**config.mk**
```make
export PLATFORM = sky130hd
export DESIGN_NAME = ifs_flag_bank
export DESIGN_NICKNAME = d
export VERILOG_FILES = /design/src/ifs_pkg.sv /design/src/ifs_apb_decode.sv /design/src/ifs_ext_edge.sv /design/src/ifs_flag_bank.sv
export SDC_FILE = /design/constraint.sdc
export NUM_CORES = 1
export LEC_CHECK = 0
export ABC_AREA = 1
export BUFFER_PORTS_ARGS = -buffer_cell sky130_fd_sc_hd__buf_2
export CORE_ASPECT_RATIO = 1.4
export CORE_MARGIN = 5
export CORE_UTILIZATION = 56
export CTS_BUF_LIST = sky130_fd_sc_hd__clkbuf_2
export CTS_CLUSTER_DIAMETER = 120
export CTS_CLUSTER_SIZE = 16
export DETAILED_ROUTE_END_ITERATION = 7
export MAX_ROUTING_LAYER = met4
export PLACE_DENSITY = 0.85
export SLEW_MARGIN = 40
export SYNTH_ARGS = -nofsm -noshare
export SYNTH_HDL_FRONTEND = slang
export SYNTH_SLANG_ARGS = --single-unit
```
**constraint.sdc**
```tcl
create_clock -name core_clk -period 3.25 [get_ports core_clk]
set_input_delay 0.8125 -clock core_clk [delete_from_list [all_inputs] [get_ports core_clk]]
set_output_delay 0.8125 -clock core_clk [all_outputs]
set_load 0.02 [all_outputs]
```
**src/ifs_pkg.sv**
```systemverilog
// package: register map, field positions and reset values of the interrupt flag bank
package ifs_pkg;

  localparam int unsigned ADDR_W   = 8;
  localparam int unsigned DATA_W   = 32;
  localparam int unsigned FLAG_W   = 16;
  localparam int unsigned NUM_REGS = 8;

  // register byte offsets
  localparam logic [7:0] OFS_FLAG_WORD   = 8'h00;
  localparam logic [7:0] OFS_FLAG_SET    = 8'h04;
  localparam logic [7:0] OFS_FLAG_CLR    = 8'h08;
  localparam logic [7:0] OFS_INT_STATUS  = 8'h0C;
  localparam logic [7:0] OFS_INT_MASK    = 8'h10;
  localparam logic [7:0] OFS_LINE_CTRL   = 8'h14;
  localparam logic [7:0] OFS_EVENT_COUNT = 8'h18;
  localparam logic [7:0] OFS_LINE_STATE  = 8'h1C;

  // one-hot select index of each register
  localparam int unsigned SEL_FLAG_WORD   = 0;
  localparam int unsigned SEL_FLAG_SET    = 1;
  localparam int unsigned SEL_FLAG_CLR    = 2;
  localparam int unsigned SEL_INT_STATUS  = 3;
  localparam int unsigned SEL_INT_MASK    = 4;
  localparam int unsigned SEL_LINE_CTRL   = 5;
  localparam int unsigned SEL_EVENT_COUNT = 6;
  localparam int unsigned SEL_LINE_STATE  = 7;

  // bit positions inside the flag word
  localparam int unsigned BIT_CONVERTER   = 13;
  localparam int unsigned BIT_SERIAL_TX   = 12;
  localparam int unsigned BIT_SERIAL_RX   = 11;
  localparam int unsigned BIT_SPI_EVENT   = 10;
  localparam int unsigned BIT_SPI_FAULT   = 9;
  localparam int unsigned BIT_TIMER_C     = 8;
  localparam int unsigned BIT_TIMER_B     = 7;
  localparam int unsigned BIT_COMPARE_B   = 6;
  localparam int unsigned BIT_CAPTURE_B   = 5;
  localparam int unsigned BIT_TIMER_A     = 3;
  localparam int unsigned BIT_COMPARE_A   = 2;
  localparam int unsigned BIT_CAPTURE_A   = 1;
  localparam int unsigned BIT_EXT_LINE0   = 0;

  // control register fields
  localparam int unsigned BIT_EXT_FALLING = 0;
  localparam int unsigned BIT_EXT_ENABLE  = 1;

  // implemented flag bits: 15, 14 and 4 read as zero
  localparam logic [15:0] FLAG_IMPL_MASK  = 16'h3FEF;

  // values after reset
  localparam logic [15:0] RST_FLAG_WORD   = 16'h0000;
  localparam logic [15:0] RST_INT_STATUS  = 16'h0000;
  localparam logic [15:0] RST_INT_MASK    = 16'h0000;
  localparam logic [1:0]  RST_LINE_CTRL   = 2'h2;
  localparam logic [15:0] RST_EVENT_COUNT = 16'h0000;
  localparam logic [15:0] COUNT_MAX       = 16'hFFFF;

  // keeps only the implemented flag positions
  function automatic logic [15:0] implBits(input logic [15:0] value);
    return value & FLAG_IMPL_MASK;
  endfunction

endpackage
```
**src/ifs_apb_decode.sv**
```systemverilog
// module: APB address decoder and phase strobes for the flag bank
`timescale 1ns/1ps
module ifs_apb_decode (
  input  wire logic                           psel,
  input  wire logic                           penable,
  input  wire logic                           pwrite,
  input  wire logic [ifs_pkg::ADDR_W-1:0]     paddr,
  output logic      [ifs_pkg::NUM_REGS-1:0]   regSel,
  output logic                                addrHit,
  output logic                                setupRd,
  output logic                                accessWr,
  output logic                                setupPhase
);

  always_comb begin
    regSel = '0;
    unique case (paddr)
      ifs_pkg::OFS_FLAG_WORD:   regSel[ifs_pkg::SEL_FLAG_WORD]   = 1'b1;
      ifs_pkg::OFS_FLAG_SET:    regSel[ifs_pkg::SEL_FLAG_SET]    = 1'b1;
      ifs_pkg::OFS_FLAG_CLR:    regSel[ifs_pkg::SEL_FLAG_CLR]    = 1'b1;
      ifs_pkg::OFS_INT_STATUS:  regSel[ifs_pkg::SEL_INT_STATUS]  = 1'b1;
      ifs_pkg::OFS_INT_MASK:    regSel[ifs_pkg::SEL_INT_MASK]    = 1'b1;
      ifs_pkg::OFS_LINE_CTRL:   regSel[ifs_pkg::SEL_LINE_CTRL]   = 1'b1;
      ifs_pkg::OFS_EVENT_COUNT: regSel[ifs_pkg::SEL_EVENT_COUNT] = 1'b1;
      ifs_pkg::OFS_LINE_STATE:  regSel[ifs_pkg::SEL_LINE_STATE]  = 1'b1;
      default:                  regSel = '0;
    endcase
  end

  assign addrHit    = |regSel;
  assign setupPhase = psel & ~penable;
  assign setupRd    = setupPhase & ~pwrite;
  // writes land only at the completing access edge, and only on a mapped word
  assign accessWr   = psel & penable & pwrite & addrHit;

endmodule // ifs_apb_decode

```
**src/ifs_ext_edge.sv**
```systemverilog
// module: two-flop synchroniser and edge detector for the external request pin
`timescale 1ns/1ps
module ifs_ext_edge (
  input  wire logic core_clk,
  input  wire logic sys_rst,
  input  wire logic pinIn,
  input  wire logic fallingSel,
  input  wire logic enable,
  output logic      lineLevel,
  output logic      edgePulse
);

  logic syncA_q;
  logic syncB_q;
  logic prev_q;

  always_ff @(posedge core_clk) begin
    if (sys_rst) begin
      syncA_q <= 1'b0;
      syncB_q <= 1'b0;
      prev_q  <= 1'b0;
    end else begin
      syncA_q <= pinIn;
      syncB_q <= syncA_q;
      prev_q  <= syncB_q;
    end
  end

  assign lineLevel = syncB_q;
  // one pulse per selected edge of the settled level
  assign edgePulse = enable & (fallingSel ? (prev_q & ~syncB_q) : (~prev_q & syncB_q));

endmodule // ifs_ext_edge

```
**src/ifs_flag_bank.sv**
```systemverilog
// module: interrupt request flag word with APB access, interrupt status and mask
//
// The placing of the registers and the APB slave port were chosen for this implementation.
`timescale 1ns/1ps
module ifs_flag_bank (
  input  wire logic                       core_clk,
  input  wire logic                       sys_rst,
  // APB slave
  input  wire logic                       psel,
  input  wire logic                       penable,
  input  wire logic                       pwrite,
  input  wire logic [ifs_pkg::ADDR_W-1:0] paddr,
  input  wire logic [ifs_pkg::DATA_W-1:0] pwdata,
  output logic      [ifs_pkg::DATA_W-1:0] prdata,
  output logic                            pready,
  output logic                            pslverr,
  // peripheral request pulses, same clock
  input  wire logic                       converterReq,
  input  wire logic                       serialTxReq,
  input  wire logic                       serialRxReq,
  input  wire logic                       spiEventReq,
  input  wire logic                       spiFaultReq,
  input  wire logic                       timerCReq,
  input  wire logic                       timerBReq,
  input  wire logic                       timerAReq,
  input  wire logic                       compareBReq,
  input  wire logic                       compareAReq,
  input  wire logic                       captureBReq,
  input  wire logic                       captureAReq,
  // external request pin, asynchronous
  input  wire logic                       extLine0Pin,
  // flag word and interrupt
  output logic      [ifs_pkg::FLAG_W-1:0] irqFlagWord,
  output logic                            irqOut
);

  logic [ifs_pkg::FLAG_W-1:0]   flags_q;
  logic [ifs_pkg::FLAG_W-1:0]   flags_d;
  logic [ifs_pkg::FLAG_W-1:0]   intStatus_q;
  logic [ifs_pkg::FLAG_W-1:0]   intStatus_d;
  logic [ifs_pkg::FLAG_W-1:0]   intMask_q;
  logic [1:0]                   lineCtrl_q;
  logic [ifs_pkg::FLAG_W-1:0]   eventCount_q;
  logic [ifs_pkg::DATA_W-1:0]   rdData_q;
  logic                         slvErr_q;
  logic [ifs_pkg::DATA_W-1:0]   rdMux;
  logic [ifs_pkg::FLAG_W-1:0]   eventVec;
  logic [ifs_pkg::FLAG_W-1:0]   wrFlags;
  logic [ifs_pkg::NUM_REGS-1:0] regSel;
  logic                         addrHit;
  logic                         setupRd;
  logic                         accessWr;
  logic                         setupPhase;
  logic                         extLevel;
  logic                         extEdge;
  logic                         anyEvent;

  // ---------------------------------------------------------------
  // bus front end
  // ---------------------------------------------------------------
  ifs_apb_decode u_decode (
    .psel       (psel),
    .penable    (penable),
    .pwrite     (pwrite),
    .paddr      (paddr),
    .regSel     (regSel),
    .addrHit    (addrHit),
    .setupRd    (setupRd),
    .accessWr   (accessWr),
    .setupPhase (setupPhase)
  );

  // ---------------------------------------------------------------
  // external line: synchronised, edge selected by control register
  // ---------------------------------------------------------------
  ifs_ext_edge u_ext0 (
    .core_clk   (core_clk),
    .sys_rst    (sys_rst),
    .pinIn      (extLine0Pin),
    .fallingSel (lineCtrl_q[ifs_pkg::BIT_EXT_FALLING]),
    .enable     (lineCtrl_q[ifs_pkg::BIT_EXT_ENABLE]),
    .lineLevel  (extLevel),
    .edgePulse  (extEdge)
  );

  // ---------------------------------------------------------------
  // request vector in flag-word layout
  // ---------------------------------------------------------------
  always_comb begin
    eventVec                              = '0;
    eventVec[ifs_pkg::BIT_CONVERTER]      = converterReq;
    eventVec[ifs_pkg::BIT_SERIAL_TX]      = serialTxReq;
    eventVec[ifs_pkg::BIT_SERIAL_RX]      = serialRxReq;
    eventVec[ifs_pkg::BIT_SPI_EVENT]      = spiEventReq;
    eventVec[ifs_pkg::BIT_SPI_FAULT]      = spiFaultReq;
    eventVec[ifs_pkg::BIT_TIMER_C]        = timerCReq;
    eventVec[ifs_pkg::BIT_TIMER_B]        = timerBReq;
    eventVec[ifs_pkg::BIT_COMPARE_B]      = compareBReq;
    eventVec[ifs_pkg::BIT_CAPTURE_B]      = captureBReq;
    eventVec[ifs_pkg::BIT_TIMER_A]        = timerAReq;
    eventVec[ifs_pkg::BIT_COMPARE_A]      = compareAReq;
    eventVec[ifs_pkg::BIT_CAPTURE_A]      = captureAReq;
    eventVec[ifs_pkg::BIT_EXT_LINE0]      = extEdge;
  end

  assign anyEvent = |eventVec;
  assign wrFlags  = ifs_pkg::implBits(pwdata[ifs_pkg::FLAG_W-1:0]);

  // ---------------------------------------------------------------
  // flag word: direct write, set and clear aliases, events on top
  // ---------------------------------------------------------------
  always_comb begin
    flags_d = flags_q;
    if (accessWr && regSel[ifs_pkg::SEL_FLAG_WORD]) begin
      // a zero written clears the flag, a one forces a request
      flags_d = wrFlags;
    end
    if (accessWr && regSel[ifs_pkg::SEL_FLAG_SET]) begin
      flags_d = flags_q | wrFlags;
    end
    if (accessWr && regSel[ifs_pkg::SEL_FLAG_CLR]) begin
      flags_d = flags_q & ~wrFlags;
    end
    // a source event in the same cycle overrides any clear
    flags_d = ifs_pkg::implBits(flags_d | eventVec);
  end

  always_ff @(posedge core_clk) begin
    if (sys_rst) begin
      flags_q <= ifs_pkg::RST_FLAG_WORD;
    end else begin
      flags_q <= flags_d;
    end
  end

  assign irqFlagWord = flags_q;

  // ---------------------------------------------------------------
  // interrupt status: sticky per source, write one to clear
  // ---------------------------------------------------------------
  always_comb begin
    intStatus_d = intStatus_q;
    if (accessWr && regSel[ifs_pkg::SEL_INT_STATUS]) begin
      intStatus_d = intStatus_q & ~wrFlags;
    end
    // a new event beats the clear of its status bit
    intStatus_d = ifs_pkg::implBits(intStatus_d | eventVec);
  end

  always_ff @(posedge core_clk) begin
    if (sys_rst) begin
      intStatus_q <= ifs_pkg::RST_INT_STATUS;
    end else begin
      intStatus_q <= intStatus_d;
    end
  end

  // ---------------------------------------------------------------
  // interrupt mask
  // ---------------------------------------------------------------
  always_ff @(posedge core_clk) begin
    if (sys_rst) begin
      intMask_q <= ifs_pkg::RST_INT_MASK;
    end else if (accessWr && regSel[ifs_pkg::SEL_INT_MASK]) begin
      intMask_q <= wrFlags;
    end
  end

  // level output, high while any unmasked status bit is set
  always_ff @(posedge core_clk) begin
    if (sys_rst) begin
      irqOut <= 1'b0;
    end else begin
      irqOut <= |(intStatus_d & intMask_q);
    end
  end

  // ---------------------------------------------------------------
  // external line control: edge polarity and enable
  // ---------------------------------------------------------------
  always_ff @(posedge core_clk) begin
    if (sys_rst) begin
      lineCtrl_q <= ifs_pkg::RST_LINE_CTRL;
    end else if (accessWr && regSel[ifs_pkg::SEL_LINE_CTRL]) begin
      lineCtrl_q <= pwdata[1:0];
    end
  end

  // ---------------------------------------------------------------
  // event counter: cycles with at least one request, saturating
  // ---------------------------------------------------------------
  always_ff @(posedge core_clk) begin
    if (sys_rst) begin
      eventCount_q <= ifs_pkg::RST_EVENT_COUNT;
    end else if (accessWr && regSel[ifs_pkg::SEL_EVENT_COUNT]) begin
      // any write restarts the count; an event in that cycle is counted
      eventCount_q <= {15'h0000, anyEvent};
    end else if (anyEvent && (eventCount_q != ifs_pkg::COUNT_MAX)) begin
      eventCount_q <= eventCount_q + 16'h0001;
    end
  end

  // ---------------------------------------------------------------
  // read path: word captured in the setup cycle, shown in access
  // ---------------------------------------------------------------
  always_comb begin
    rdMux = '0;
    unique case (1'b1)
      regSel[ifs_pkg::SEL_FLAG_WORD],
      regSel[ifs_pkg::SEL_FLAG_SET],
      regSel[ifs_pkg::SEL_FLAG_CLR]: begin
        rdMux[ifs_pkg::FLAG_W-1:0] = ifs_pkg::implBits(flags_q);
      end
      regSel[ifs_pkg::SEL_INT_STATUS]: begin
        rdMux[ifs_pkg::FLAG_W-1:0] = ifs_pkg::implBits(intStatus_q);
      end
      regSel[ifs_pkg::SEL_INT_MASK]: begin
        rdMux[ifs_pkg::FLAG_W-1:0] = ifs_pkg::implBits(intMask_q);
      end
      regSel[ifs_pkg::SEL_LINE_CTRL]: begin
        rdMux[1:0] = lineCtrl_q;
      end
      regSel[ifs_pkg::SEL_EVENT_COUNT]: begin
        rdMux[ifs_pkg::FLAG_W-1:0] = eventCount_q;
      end
      regSel[ifs_pkg::SEL_LINE_STATE]: begin
        rdMux[0] = extLevel;
        rdMux[1] = irqOut;
      end
      default: begin
        rdMux = '0;
      end
    endcase
  end

  always_ff @(posedge core_clk) begin
    if (sys_rst) begin
      rdData_q <= '0;
    end else if (setupRd) begin
      rdData_q <= rdMux;
    end else if (setupPhase) begin
      rdData_q <= '0;
    end
  end

  // unmapped words answer with an error, reads there return zero
  always_ff @(posedge core_clk) begin
    if (sys_rst) begin
      slvErr_q <= 1'b0;
    end else if (setupPhase) begin
      slvErr_q <= ~addrHit;
    end
  end

  // zero wait states: every access completes in its first access cycle
  assign pready  = 1'b1;
  assign prdata  = rdData_q;
  assign pslverr = slvErr_q & psel & penable;

endmodule // ifs_flag_bank

```
==> Word level (Yosys, flattened, before mapping) <==
Cells that the tools add are included.
{ "totals": {"register_bits": 78, "in_bits": 58, "out_inout_bits": 51, "wordCells": 78} }
{ "classes": {"add_sub_neg": 1, "n_eq_ne": 8, "muxes": 19, "bitwise": 22, "reduce_logical": 16} }
{ "ops": {"columns": ["cell", "count"], "rows": [
  ["$mux 14", 4],
  ["$pmux 14 s4", 1],
  ["$and 14x14->14", 3],
  ["$or 14x14->14", 3],
  ["$eq 8x5->1 const B", 4],
  ["$mux 16", 2],
  ["$add 16x1->16 const B", 1],
  ["$eq 8x4->1 const B", 2],
  ["$ne 16x16->1 const B", 1],
  ["$reduce_or 16->1", 1],
  ["$not 14->14", 1],
  ["$reduce_or 13->1", 1],
  ["$pmux 2 s6", 1],
  ["$mux 1", 11],
  ["$and 1x1->1", 10],
  ["$eq 8x3->1 const B", 1],
  ["$logic_and 1x1->1", 8],
  ["$logic_not 8->1", 1],
  ["$reduce_or 8->1", 1],
  ["$not 1->1", 5],
  ["$reduce_bool 2->1", 2],
  ["$reduce_or 3->1", 1],
  ["$reduce_or 2->1", 1]
]} }

==> Logic depth before layout (Yosys ltp) <==
Gate-level depths: netlist of run 1.
{ "logic_depth": {"ltp_word": 9, "depth_mapped": 14, "ltp_nobuf": 13} }

==> Cells and area by module <==
From an unflattened synthesis of run 1, not the netlist that was laid out.
{ "hier_totals": {"cells_unflattened": 616, "area_unflattened_um2": 4052.6} }
{ "by_module_without_submodules": {"columns": ["mod", "n_inst", "cells_per_inst", "area_per_inst_um2", "seq_area_each_um2"], "rows": [
  ["ifs_flag_bank", 1, 573, 3821.2, 1501.4],
  ["ifs_apb_decode", 1, 27, 121.4, 0.0],
  ["ifs_ext_edge", 1, 16, 110.1, 60.1]
]} }

==> Least setup slack after synthesis of run 1 <==
OpenSTA, ideal clock, no wires.
{ "synth_timing": {"path_kind": "input to register", "from": "in paddr[5] (netlist bit)", "to": "reg irqOut", "arrival_time_ns": 1.911, "t_required_ns": 3.122, "setup_slack_ns": 1.212, "cell_stages": 13, "path_cell_list": "nor2_1 -> nand3_1 -> nor2_2 -> buf_4 -> nand3_1 -> nand2_1 -> nand2_1 -> nand2_1 -> nand2_1 -> nor2_1 -> nand2_1 -> nor2_1 -> nor2_1"} }
{ "synth_between": {"elab_chain_cells": 9, "elab_cells_between_ends": 23} }
{ "synth_rtl": {"columns": ["item", "line_no", "source"], "rows": [
  ["from (decl)", "ifs_flag_bank.sv:12", "input wire logic [ifs_pkg::ADDR_W-1:0] paddr,"],
  ["$eq 8x3->1, or another cell as far along", "ifs_apb_decode.sv:17", "unique case (paddr)"],
  ["$mux 1", "ifs_apb_decode.sv:17", null],
  ["$reduce_or 8->1", "ifs_apb_decode.sv:30", "assign addrHit = |regSel;"],
  ["$and 1x1->1", "ifs_apb_decode.sv:34", "assign accessWr = psel & penable & pwrite & addrHit;"],
  ["$logic_and 1x1->1 (*)", "ifs_flag_bank.sv:143", "if (accessWr && regSel[ifs_pkg::SEL_INT_STATUS]) begin"],
  ["$mux 14 (*)", "ifs_flag_bank.sv:143", null],
  ["$or 14x14->14 (*)", "ifs_flag_bank.sv:147", "intStatus_d = ifs_pkg::implBits(intStatus_d | eventVec);"],
  ["$and 14x14->14 (*)", "ifs_flag_bank.sv:174", "irqOut <= |(intStatus_d & intMask_q);"],
  ["$reduce_or 16->1 (*)", "ifs_flag_bank.sv:174", null],
  ["to (signal assigned)", "ifs_flag_bank.sv:174", null],
  ["to (decl)", "ifs_flag_bank.sv:34", "output logic irqOut"]
]} }
Mark *: on every way between the ends. The rest lies on a longest branch, timed or not.
A chain may end at the register's enable or synchronous reset.

==> Final worst setup path of run 1 <==
{ "layout_timing": {"from": "reg eventCount_q[0] (netlist bit)", "to": "reg eventCount_q[9] (netlist bit)"} }
{ "layout_between": {"elab_chain_cells": 2, "elab_cells_between_ends": 3} }
{ "layout_rtl": {"columns": ["item", "line_no", "source"], "rows": [
  ["from (decl)", "ifs_flag_bank.sv:43", "logic [ifs_pkg::FLAG_W-1:0] eventCount_q;"],
  ["from (signal assigned)", "ifs_flag_bank.sv:194", "eventCount_q <= ifs_pkg::RST_EVENT_COUNT;"],
  ["from (signal assigned)", "ifs_flag_bank.sv:197", "eventCount_q <= {15'h0000, anyEvent};"],
  ["from (signal assigned)", "ifs_flag_bank.sv:199", "eventCount_q <= eventCount_q + 16'h0001;"],
  ["parallel branches: the longest is 2 deep, another holds $add 16x1->16", null, null]
]} }
Parallel ways; which one is timed is not known.

==> flow_summary.html, run 1 <==
<table>
<tr><th>Metric</th><th>Value</th></tr>
<tr><th colspan="2">Yosys</th></tr>
<tr><td>Share of synthesized flip-flops with an asynchronous set or reset</td><td>0%</td></tr>
<tr><td>Number of distinct library cell variants in the gate-level netlist after synthesis</td><td>36</td></tr>
<tr><td>Post-Syn Area per Cell</td><td>6.80 µm²</td></tr>
<tr><td>Most used flip-flop cell after synthesis</td><td>dfxtp_1</td></tr>
<tr><td>Number of instances in the synthesized netlist</td><td>581</td></tr>
<tr><td>Post-synthesis instance area</td><td>0.00395 mm²</td></tr>
<tr><td>Count of flip-flops with a built-in enable after synthesis</td><td>0</td></tr>
<tr><td>Count of state elements after synthesis</td><td>78</td></tr>
<tr><td>Syn. warnings</td><td>0</td></tr>
<tr><td>Sequential cell area fraction in the yosys report</td><td>39.5%</td></tr>
<tr><th colspan="2">Clock network</th></tr>
<tr><td>Worst skew pair latency</td><td>0.56 ns</td></tr>
<tr><td>Maximum clock insertion buffer count</td><td>2</td></tr>
<tr><td>TritonCTS clock tree</td><td>done</td></tr>
<tr><td>Depth of the CTS H-tree</td><td>3</td></tr>
<tr><td>Clk Tree Root Cell</td><td>clkbuf_2</td></tr>
<tr><td>Num CTS Buffers</td><td>9</td></tr>
<tr><td>Clock transition at the registers of the reported paths</td><td>0.22 ns</td></tr>
<tr><td>Post-CTS Hold Fix Bufs</td><td>0</td></tr>
<tr><td>Number of gates resized after CTS</td><td>0</td></tr>
<tr><td>CTS sink cnt</td><td>78</td></tr>
<tr><td>Post-CTS Setup Repair Bufs</td><td>0</td></tr>
<tr><th colspan="2">STA</th></tr>
<tr><td>Setup repair after global routing missed its margin</td><td>false</td></tr>
<tr><td>Setup TNS</td><td>0 ns</td></tr>
<tr><td>Final Setup Violations</td><td>0</td></tr>
<tr><td>Least-Margin Pin Slew</td><td>0.621 ns</td></tr>
<tr><td>Clock period minus worst slack</td><td>2.08 ns</td></tr>
<tr><td>Final period util</td><td>64.0%</td></tr>
<tr><td>Final Max Tran Viols</td><td>0</td></tr>
<tr><td>Number of endpoints with negative hold slack in the final report</td><td>0</td></tr>
<tr><td>Max-slew headroom</td><td>58.5%</td></tr>
<tr><td>Setup skew after layout</td><td>0.0332 ns</td></tr>
<tr><td>Highest achievable clock rate</td><td>0.481 GHz</td></tr>
<tr><td>Final worst setup slack</td><td>1.17 ns</td></tr>
<tr><th colspan="2">Worst setup path</th></tr>
<tr><td>Slowest stage cell, crit path</td><td>dfxtp_1</td></tr>
<tr><td>Startpoint type of the worst setup path</td><td>flip-flop</td></tr>
<tr><td>CP Data Arrival Time</td><td>2.57 ns</td></tr>
<tr><td>Kind of end point of the critical path</td><td>flip-flop</td></tr>
<tr><td>Top cell family by delay on the critical path</td><td>simple AND/OR/NAND/NOR gates</td></tr>
<tr><td>Buffer and inverter count on the worst path</td><td>1</td></tr>
<tr><td>Required time of the worst setup path</td><td>3.74 ns</td></tr>
<tr><td>Ordered list of cells on the worst path</td><td>ha_1, nand2_1, nor3_1, nand2_1, nor2_2, nand2_2, nand2_4, inv_4, nand2_4, nor2_2, nand2_1, nand2_1, a21oi_1</td></tr>
<tr><td>Class of the most critical setup path</td><td>reg2reg</td></tr>
<tr><td>Dominant cell type by count on the critical path</td><td>nand2_1</td></tr>
<tr><td>Peak per-stage delay on the critical path</td><td>0.45 ns</td></tr>
<tr><td>Largest driver fanout on the critical path</td><td>13</td></tr>
<tr><th colspan="2">Detailed routing</th></tr>
<tr><td>Vias per cell</td><td>5.49</td></tr>
<tr><td>Residual DRC count</td><td>0</td></tr>
<tr><td>Post-route ant nets</td><td>0</td></tr>
<tr><td>Final routed wirelength across all metal layers</td><td>11.0 mm</td></tr>
<tr><td>Routed via count</td><td>4111</td></tr>
<tr><td>Per-cell routed wire length</td><td>14.6 µm</td></tr>
<tr><td>Drt first-iter violations</td><td>346</td></tr>
<tr><td>Count of TritonRoute iterations in the first routing pass</td><td>5</td></tr>
<tr><th colspan="2">Die</th></tr>
<tr><td>Placeable core region</td><td>0.00694 mm²</td></tr>
<tr><td>Overall die height</td><td>109 µm</td></tr>
<tr><td>Die X-Extent</td><td>81.0 µm</td></tr>
<tr><td>Placement row count</td><td>36</td></tr>
<tr><td>Initial standard-cell utilization of the core</td><td>56.9%</td></tr>
<tr><td>Number of top-level design ports</td><td>109</td></tr>
<tr><td>Die Outline Area</td><td>0.00886 mm²</td></tr>
<tr><th colspan="2">Placed design</th></tr>
<tr><td>Buffers on Ports</td><td>69</td></tr>
<tr><td>Placed Area</td><td>0.00432 mm²</td></tr>
<tr><td>Post-placement worst setup slack</td><td>0.670 ns</td></tr>
<tr><td>Final estimated routing congestion in global placement</td><td>0.979</td></tr>
<tr><td>Detailed placer's ending HPWL</td><td>8.01 mm</td></tr>
<tr><th colspan="2">Run</th></tr>
<tr><td>Number of max-cap violations</td><td>0</td></tr>
<tr><th colspan="2">GRT</th></tr>
<tr><td>Vias in the first global route</td><td>3921</td></tr>
<tr><td>Pin count of the biggest net entering global routing</td><td>38</td></tr>
<tr><td>Remaining Overflow, GRT</td><td>0</td></tr>
<tr><td>First-pass GRT wire length</td><td>17.7 mm</td></tr>
<tr><td>Global Route Usage Sum</td><td>26.7%</td></tr>
<tr><td>Antenna violations before repair</td><td>0</td></tr>
<tr><th colspan="2">Finish</th></tr>
<tr><td>Fraction of layout cells with a size suffix above 1</td><td>17.4%</td></tr>
<tr><td>Commonest cells after routing, fill and taps aside</td><td>nand2_1 (140), dfxtp_1 (78), a21oi_1 (74), buf_2 (69), inv_1 (65)</td></tr>
<tr><td>Number of diodes</td><td>0</td></tr>
<tr><td>Most common library cell in the layout ignoring fill and taps</td><td>nand2_1</td></tr>
<tr><td>Syn-to-layout area delta</td><td>13.0%</td></tr>
<tr><td>Final design area excluding fillers</td><td>0.00446 mm²</td></tr>
<tr><td>Layout fillers</td><td>652</td></tr>
<tr><td>Layout Nets</td><td>709</td></tr>
<tr><th colspan="2">Run status</th></tr>
<tr><td>Result of the run</td><td>completed</td></tr>
<tr><th colspan="2">Power and ir drop</th></tr>
<tr><td>Leakage component of the power</td><td>1.97 nW</td></tr>
<tr><td>Power density of the placed cells</td><td>415 mW/mm²</td></tr>
<tr><td>Max IR drop VDD</td><td>0.257 mV</td></tr>
<tr><th colspan="2">Worst hold path</th></tr>
<tr><td>Class of the tightest hold or removal check</td><td>reg2reg</td></tr>
</table>
path summary, 6_finish.rpt:
path	cells past startpoint	to	startpoint	slack, ns
setup / recovery	13	eventCount_q[9]	eventCount_q[0]	1.17
hold / removal	2	u_ext0.lineLevel	u_ext0.syncA_q	0.42
setup reg to reg	13	eventCount_q[9]	eventCount_q[0]	1.17
hold reg to reg	2	u_ext0.lineLevel	u_ext0.syncA_q	0.42
per-stage QoR:
stage               power [mW]  util, %  instances  hold WS (ns)
global placement          1.20     62.2        734         0.390
CTS                       1.85     64.4        749         0.421
detailed placement        1.20     62.2        734         0.400
finish                    1.85     64.4        749         0.417
floorplan                 1.16        -        599         0.388
global route              1.92     64.4        749         0.443
flip-flops by register name, indices dropped and copies added (netlist names), 2 cells and up:
name          cells
intMask_q        13
intStatus_q      13
prdata           16
irqFlagWord      13
lineCtrl_q        2
eventCount_q     16
area by class of cell:
type | count | area (µm²) | share of cell area (%)
flip-flops and latches | 78 | 1560 | 35.0
clock inverters | 5 | 98.8 | 2.21
multi-input cells | 412 | 1940 | 43.6
clock buffers | 10 | 50.0 | 1.12
well taps | 95 | 119 | 2.66
repair buffers | 79 | 420 | 9.42
inverters | 70 | 270 | 6.05
cell usage after synthesis (3+ instances only):
cell type | n | area (µm²)
a21oi_1 | 74 | 370
buf_2 | 7 | 35.0
buf_4 | 21 | 158
clkbuf_1 | 9 | 33.8
dfxtp_1 | 78 | 1560
inv_1 | 65 | 244
inv_2 | 3 | 11.3
nand2_1 | 140 | 526
nand2_2 | 3 | 18.8
nand3_1 | 28 | 140
nand4_1 | 4 | 25.0
nor2_1 | 31 | 116
nor2_2 | 7 | 43.8
nor3_1 | 9 | 45.0
nor4_1 | 3 | 18.8
o2111ai_1 | 6 | 52.6
o21ai_0 | 61 | 305
o21ai_1 | 4 | 20.0
o22ai_1 | 6 | 37.5
xor2_1 | 3 | 26.3
tightest hold or removal path, delay by kind of cell (launching register included):
family	cells	cell delay, ns
flops	1	0.33
buf+inv	1	0.04
simple gates	1	0.03
logic make-up (layout without fill, tap and decap cells):
kind of cell             after synthesis  in the layout  synth area share [%]
buffers and inverters                109            164                  13.0
adder cells (fa/ha/maj)                1              1                 0.317
AO/OA/AOI/OAI                        157            157                  21.1
other                                  2             20                 0.190
AND/OR/NAND/NOR                      231            231                  25.2
flip-flops                            78             78                  39.5
XOR/XNOR                               3              3                 0.665
power breakdown:
group          switching, mW  internal (mW)
logic                  0.129         0.0573
clock network          0.334          0.327
registers             0.0167          0.986
total                  0.480           1.37
routing by layer:
metal  vias up  global-route usage [%]  routed length, µm
met2       206                    44.1               5460
met3        42                    4.26                783
li1       2004                       -                  -
met5         -                       -                  0
met4         0                    13.6                447
met1      1859                    31.0               4270
Power figures use the tool's default switching activity.
==> run 2, diff against run 1 <==
CORE_UTILIZATION = 54   (was 56)
PLACE_DENSITY = 0.82   (was 0.85)
clock period = 2 ns   (was 3.25 ns; I/O delays follow)
==> run 2 against run 1 <==
Worst hold slack worse by 0.28 ns. Power is 46% higher. Critical endpoint is now eventCount_q[11]. Sequential power is 63% higher.
==> flow_summary.html, run 2 (same netlist as run 1, synthesis figures left out) <==
<table>
<tr><th>Metric</th><th>Value</th></tr>
<tr><th colspan="2">Power and ir drop</th></tr>
<tr><td>Power density of the placed cells</td><td>574 mW/mm² (was 415 mW/mm²)</td></tr>
<tr><td>Leakage component of the power</td><td>2.13 nW (was 1.97 nW)</td></tr>
<tr><td>Share of power burned in registers</td><td>60.4% (was 54.2%)</td></tr>
<tr><td>Switching part of the total</td><td>30.4% (was 25.9%)</td></tr>
<tr><td>Max IR drop VDD</td><td>0.419 mV (was 0.257 mV)</td></tr>
<tr><td>Clock share of power</td><td>27.2% (was 35.8%)</td></tr>
<tr><td>Internal power summed over all cells</td><td>1.88 mW (was 1.37 mW)</td></tr>
<tr><td>Net switching power figure</td><td>0.822 mW (was 0.480 mW)</td></tr>
<tr><td>Combinational Power Share</td><td>12.4% (was 10.0%)</td></tr>
<tr><th colspan="2">GRT</th></tr>
<tr><td>Remaining Overflow, GRT</td><td>0 (unchanged)</td></tr>
<tr><td>Global Route Usage Sum</td><td>26.7% (about the same)</td></tr>
<tr><td>Vias in the first global route</td><td>4118 (was 3921)</td></tr>
<tr><td>First-pass GRT wire length</td><td>18.4 mm (was 17.7 mm)</td></tr>
<tr><td>Pin count of the biggest net entering global routing</td><td>39 (was 38)</td></tr>
<tr><td>Antenna violations before repair</td><td>0 (unchanged)</td></tr>
<tr><th colspan="2">Die</th></tr>
<tr><td>Initial standard-cell utilization of the core</td><td>54.3% (was 56.9%)</td></tr>
<tr><td>Placeable core region</td><td>0.00727 mm² (was 0.00694 mm²)</td></tr>
<tr><td>Die X-Extent</td><td>82.3 µm (was 81.0 µm)</td></tr>
<tr><td>Number of top-level design ports</td><td>109 (unchanged)</td></tr>
<tr><td>Die Outline Area</td><td>0.00915 mm² (was 0.00886 mm²)</td></tr>
<tr><td>Overall die height</td><td>111 µm (was 109 µm)</td></tr>
<tr><td>Placement row count</td><td>37 (was 36)</td></tr>
<tr><th colspan="2">Worst setup path</th></tr>
<tr><td>Largest driver fanout on the critical path</td><td>10 (was 13)</td></tr>
<tr><td>Peak per-stage delay on the critical path</td><td>0.41 ns (was 0.45 ns)</td></tr>
<tr><td>Required time of the worst setup path</td><td>2.48 ns (was 3.74 ns)</td></tr>
<tr><td>Startpoint type of the worst setup path</td><td>flip-flop (unchanged)</td></tr>
<tr><td>Endpoint of the worst register-to-register path</td><td>eventCount_q[11] (was eventCount_q[9])</td></tr>
<tr><td>CP Data Arrival Time</td><td>2.30 ns (was 2.57 ns)</td></tr>
<tr><td>Class of the most critical setup path</td><td>reg2reg (unchanged)</td></tr>
<tr><td>Ordered list of cells on the worst path</td><td>ha_1, nand2_1, nor3_4, nand2_1, nor2_2, nand2_2, nand2_4, inv_4, nand2_4, o21ai_0, nor3b_2 (was ha_1, nand2_1, nor3_1, nand2_1, nor2_2, nand2_2, nand2_4, inv_4, nand2_4, nor2_2, nand2_1, nand2_1, a21oi_1)</td></tr>
<tr><td>Total number of cells along the worst setup path</td><td>11 (was 13)</td></tr>
<tr><td>Register-to-Register Path Depth</td><td>11 (was 13)</td></tr>
<tr><td>Top cell family by delay on the critical path</td><td>simple AND/OR/NAND/NOR gates (unchanged)</td></tr>
<tr><td>Kind of end point of the critical path</td><td>flip-flop (unchanged)</td></tr>
<tr><td>Slowest stage cell, crit path</td><td>dfxtp_1 (unchanged)</td></tr>
<tr><td>Worst reg-to-reg setup slack</td><td>0.18 ns (was 1.17 ns)</td></tr>
<tr><td>Buffer and inverter count on the worst path</td><td>1 (unchanged)</td></tr>
<tr><td>Reg-to-reg critical path startpoint</td><td>eventCount_q[1] (was eventCount_q[0])</td></tr>
<tr><th colspan="2">Placed design</th></tr>
<tr><td>Final estimated routing congestion in global placement</td><td>1.03 (was 0.979)</td></tr>
<tr><td>Placed Area</td><td>0.00461 mm² (was 0.00432 mm²)</td></tr>
<tr><td>Buffers on Ports</td><td>69 (unchanged)</td></tr>
<tr><td>Post-placement worst setup slack</td><td>-0.0912 ns (was 0.670 ns)</td></tr>
<tr><td>Detailed placer's ending HPWL</td><td>8.56 mm (was 8.01 mm)</td></tr>
<tr><th colspan="2">Detailed routing</th></tr>
<tr><td>Drt first-iter violations</td><td>309 (was 346)</td></tr>
<tr><td>Count of TritonRoute iterations in the first routing pass</td><td>6 (was 5)</td></tr>
<tr><td>Final routed wirelength across all metal layers</td><td>11.6 mm (was 11.0 mm)</td></tr>
<tr><td>Residual DRC count</td><td>0 (unchanged)</td></tr>
<tr><td>Routed via count</td><td>4255 (was 4111)</td></tr>
<tr><td>Routed length on met1</td><td>4.33 mm (was 4.27 mm)</td></tr>
<tr><td>Post-route ant nets</td><td>0 (unchanged)</td></tr>
<tr><td>Met2 routed WL</td><td>5.73 mm (was 5.46 mm)</td></tr>
<tr><td>Vias per cell</td><td>5.40 (was 5.49)</td></tr>
<tr><td>Highest metal layer with signal wires</td><td>met4 (unchanged)</td></tr>
<tr><td>Met3 Routed Length</td><td>930 µm (was 783 µm)</td></tr>
<tr><td>Per-cell routed wire length</td><td>14.7 µm (was 14.6 µm)</td></tr>
<tr><th colspan="2">Finish</th></tr>
<tr><td>Layout fillers</td><td>666 (was 652)</td></tr>
<tr><td>Syn-to-layout area delta</td><td>19.2% (was 13.0%)</td></tr>
<tr><td>Most common library cell in the layout ignoring fill and taps</td><td>nand2_1 (unchanged)</td></tr>
<tr><td>Fraction of layout cells with a size suffix above 1</td><td>21.9% (was 17.4%)</td></tr>
<tr><td>Commonest cells after routing, fill and taps aside</td><td>nand2_1 (140), dfxtp_1 (77), a21oi_1 (74), buf_2 (69), inv_1 (65) (was nand2_1 (140), dfxtp_1 (78), a21oi_1 (74), buf_2 (69), inv_1 (65))</td></tr>
<tr><td>Layout Nets</td><td>744 (was 709)</td></tr>
<tr><td>Final design area excluding fillers</td><td>0.00471 mm² (was 0.00446 mm²)</td></tr>
<tr><th colspan="2">Clock network</th></tr>
<tr><td>Clk Tree Root Cell</td><td>clkbuf_2 (unchanged)</td></tr>
<tr><td>Post-CTS Hold Fix Bufs</td><td>0 (unchanged)</td></tr>
<tr><td>TritonCTS clock tree</td><td>done (unchanged)</td></tr>
<tr><td>Num CTS Buffers</td><td>9 (unchanged)</td></tr>
<tr><td>Depth of the CTS H-tree</td><td>3 (unchanged)</td></tr>
<tr><td>Clock transition at the registers of the reported paths</td><td>0.22 ns (about the same)</td></tr>
<tr><td>Maximum clock insertion buffer count</td><td>2 (unchanged)</td></tr>
<tr><td>Worst skew pair latency</td><td>0.57 ns (was 0.56 ns)</td></tr>
<tr><td>CTS sink cnt</td><td>78 (unchanged)</td></tr>
<tr><th colspan="2">STA</th></tr>
<tr><td>Final worst setup slack</td><td>0.178 ns (was 1.17 ns)</td></tr>
<tr><td>Setup TNS</td><td>0 ns (unchanged)</td></tr>
<tr><td>Clock period minus worst slack</td><td>1.82 ns (was 2.08 ns)</td></tr>
<tr><td>Number of endpoints with negative hold slack in the final report</td><td>0 (unchanged)</td></tr>
<tr><td>Final Setup Violations</td><td>0 (unchanged)</td></tr>
<tr><td>Final Max Tran Viols</td><td>0 (unchanged)</td></tr>
<tr><td>Setup skew after layout</td><td>0.0363 ns (was 0.0332 ns)</td></tr>
<tr><td>Highest achievable clock rate</td><td>0.549 GHz (was 0.481 GHz)</td></tr>
<tr><td>Final period util</td><td>91.1% (was 64.0%)</td></tr>
<tr><th colspan="2">Worst hold path</th></tr>
<tr><td>Hold Crit Start</td><td>extLine0Pin (was u_ext0.syncA_q)</td></tr>
<tr><td>Number of cells traversed by the worst hold path</td><td>3 (was 2)</td></tr>
<tr><td>Class of the tightest hold or removal check</td><td>in2reg (was reg2reg)</td></tr>
<tr><td>Hold Path Sink</td><td>u_ext0.syncA_q (was u_ext0.lineLevel)</td></tr>
<tr><th colspan="2">Run status</th></tr>
<tr><td>Result of the run</td><td>completed (unchanged)</td></tr>
<tr><th colspan="2">Run</th></tr>
<tr><td>Number of max-cap violations</td><td>0 (unchanged)</td></tr>
</table>
[run 2: cell types whose count changed in the layout (fill, tap and decap cells not counted), sizes merged]
cell,previous run,this run
clkinv,2,3
diode,0,1
bufinv,3,0
clkinvlp,0,3
buf,79,114
[run 2: worst max-delay path by stage]
stage / to / slack, ns / start
after detailed placement: irqOut / -0.09 / paddr[5]
final: eventCount_q[11] / 0.18 / eventCount_q[1]
after CTS: eventCount_q[0] / 0.03 / eventCount_q[0]
after global placement: irqOut / -0.08 / paddr[1]
after floorplan: irqOut / 0.27 / paddr[5]
after global routing: eventCount_q[0] / -0.004 / eventCount_q[1]
[run 2: cell type report]
cell class / instances / area (µm²) / area share (%)
diodes: 1 / 2.50 / 0.0531
clock buffers: 10 / 50.0 / 1.06
clock inverters: 6 / 38.8 / 0.824
inverters: 70 / 270 / 5.74
multi-input cells: 412 / 1960 / 41.5
flip-flops and latches: 78 / 1560 / 33.2
well taps: 97 / 121 / 2.58
repair buffers: 114 / 708 / 15.0
[run 2: what timing repair did]
item	CTS	global route
endpoints found under the setup margin	0	16
buffers inserted	0	0
gates resized for setup	0	3
[run 2: tightest hold or removal path, cell delays in order]
cell	delay (ns)
buf_2	0.09
inv_1	0.04
nor2_1	0.03
[run 2: power groups by stage]
stage / logic [mW] / clock network [mW] / registers (mW)
global placement: 0.317 / 0 / 1.66
floorplan: 0.202 / 0 / 1.68
finish: 0.336 / 0.736 / 1.63
CTS: 0.332 / 0.736 / 1.63
global route: 0.372 / 0.807 / 1.64
detailed placement: 0.330 / 0 / 1.66
[run 2: per-layer routing]
layer / track usage [%] / vias up
met4: 15.0 / 0
met3: 5.12 / 49
met5: - / -
met1: 29.5 / 1905
met2: 43.7 / 223
li1: - / 2078
[run 2: through the flow]
step	total power, mW	util [%]	hold WS (ns)	instances
after global placement	1.98	63.4	0.390	771
after CTS	2.70	64.6	0.132	787
after detailed placement	1.99	63.4	0.401	771
after global routing	2.82	64.8	0.120	787
after floorplan	1.88	-	0.388	599
final	2.70	64.8	0.139	788
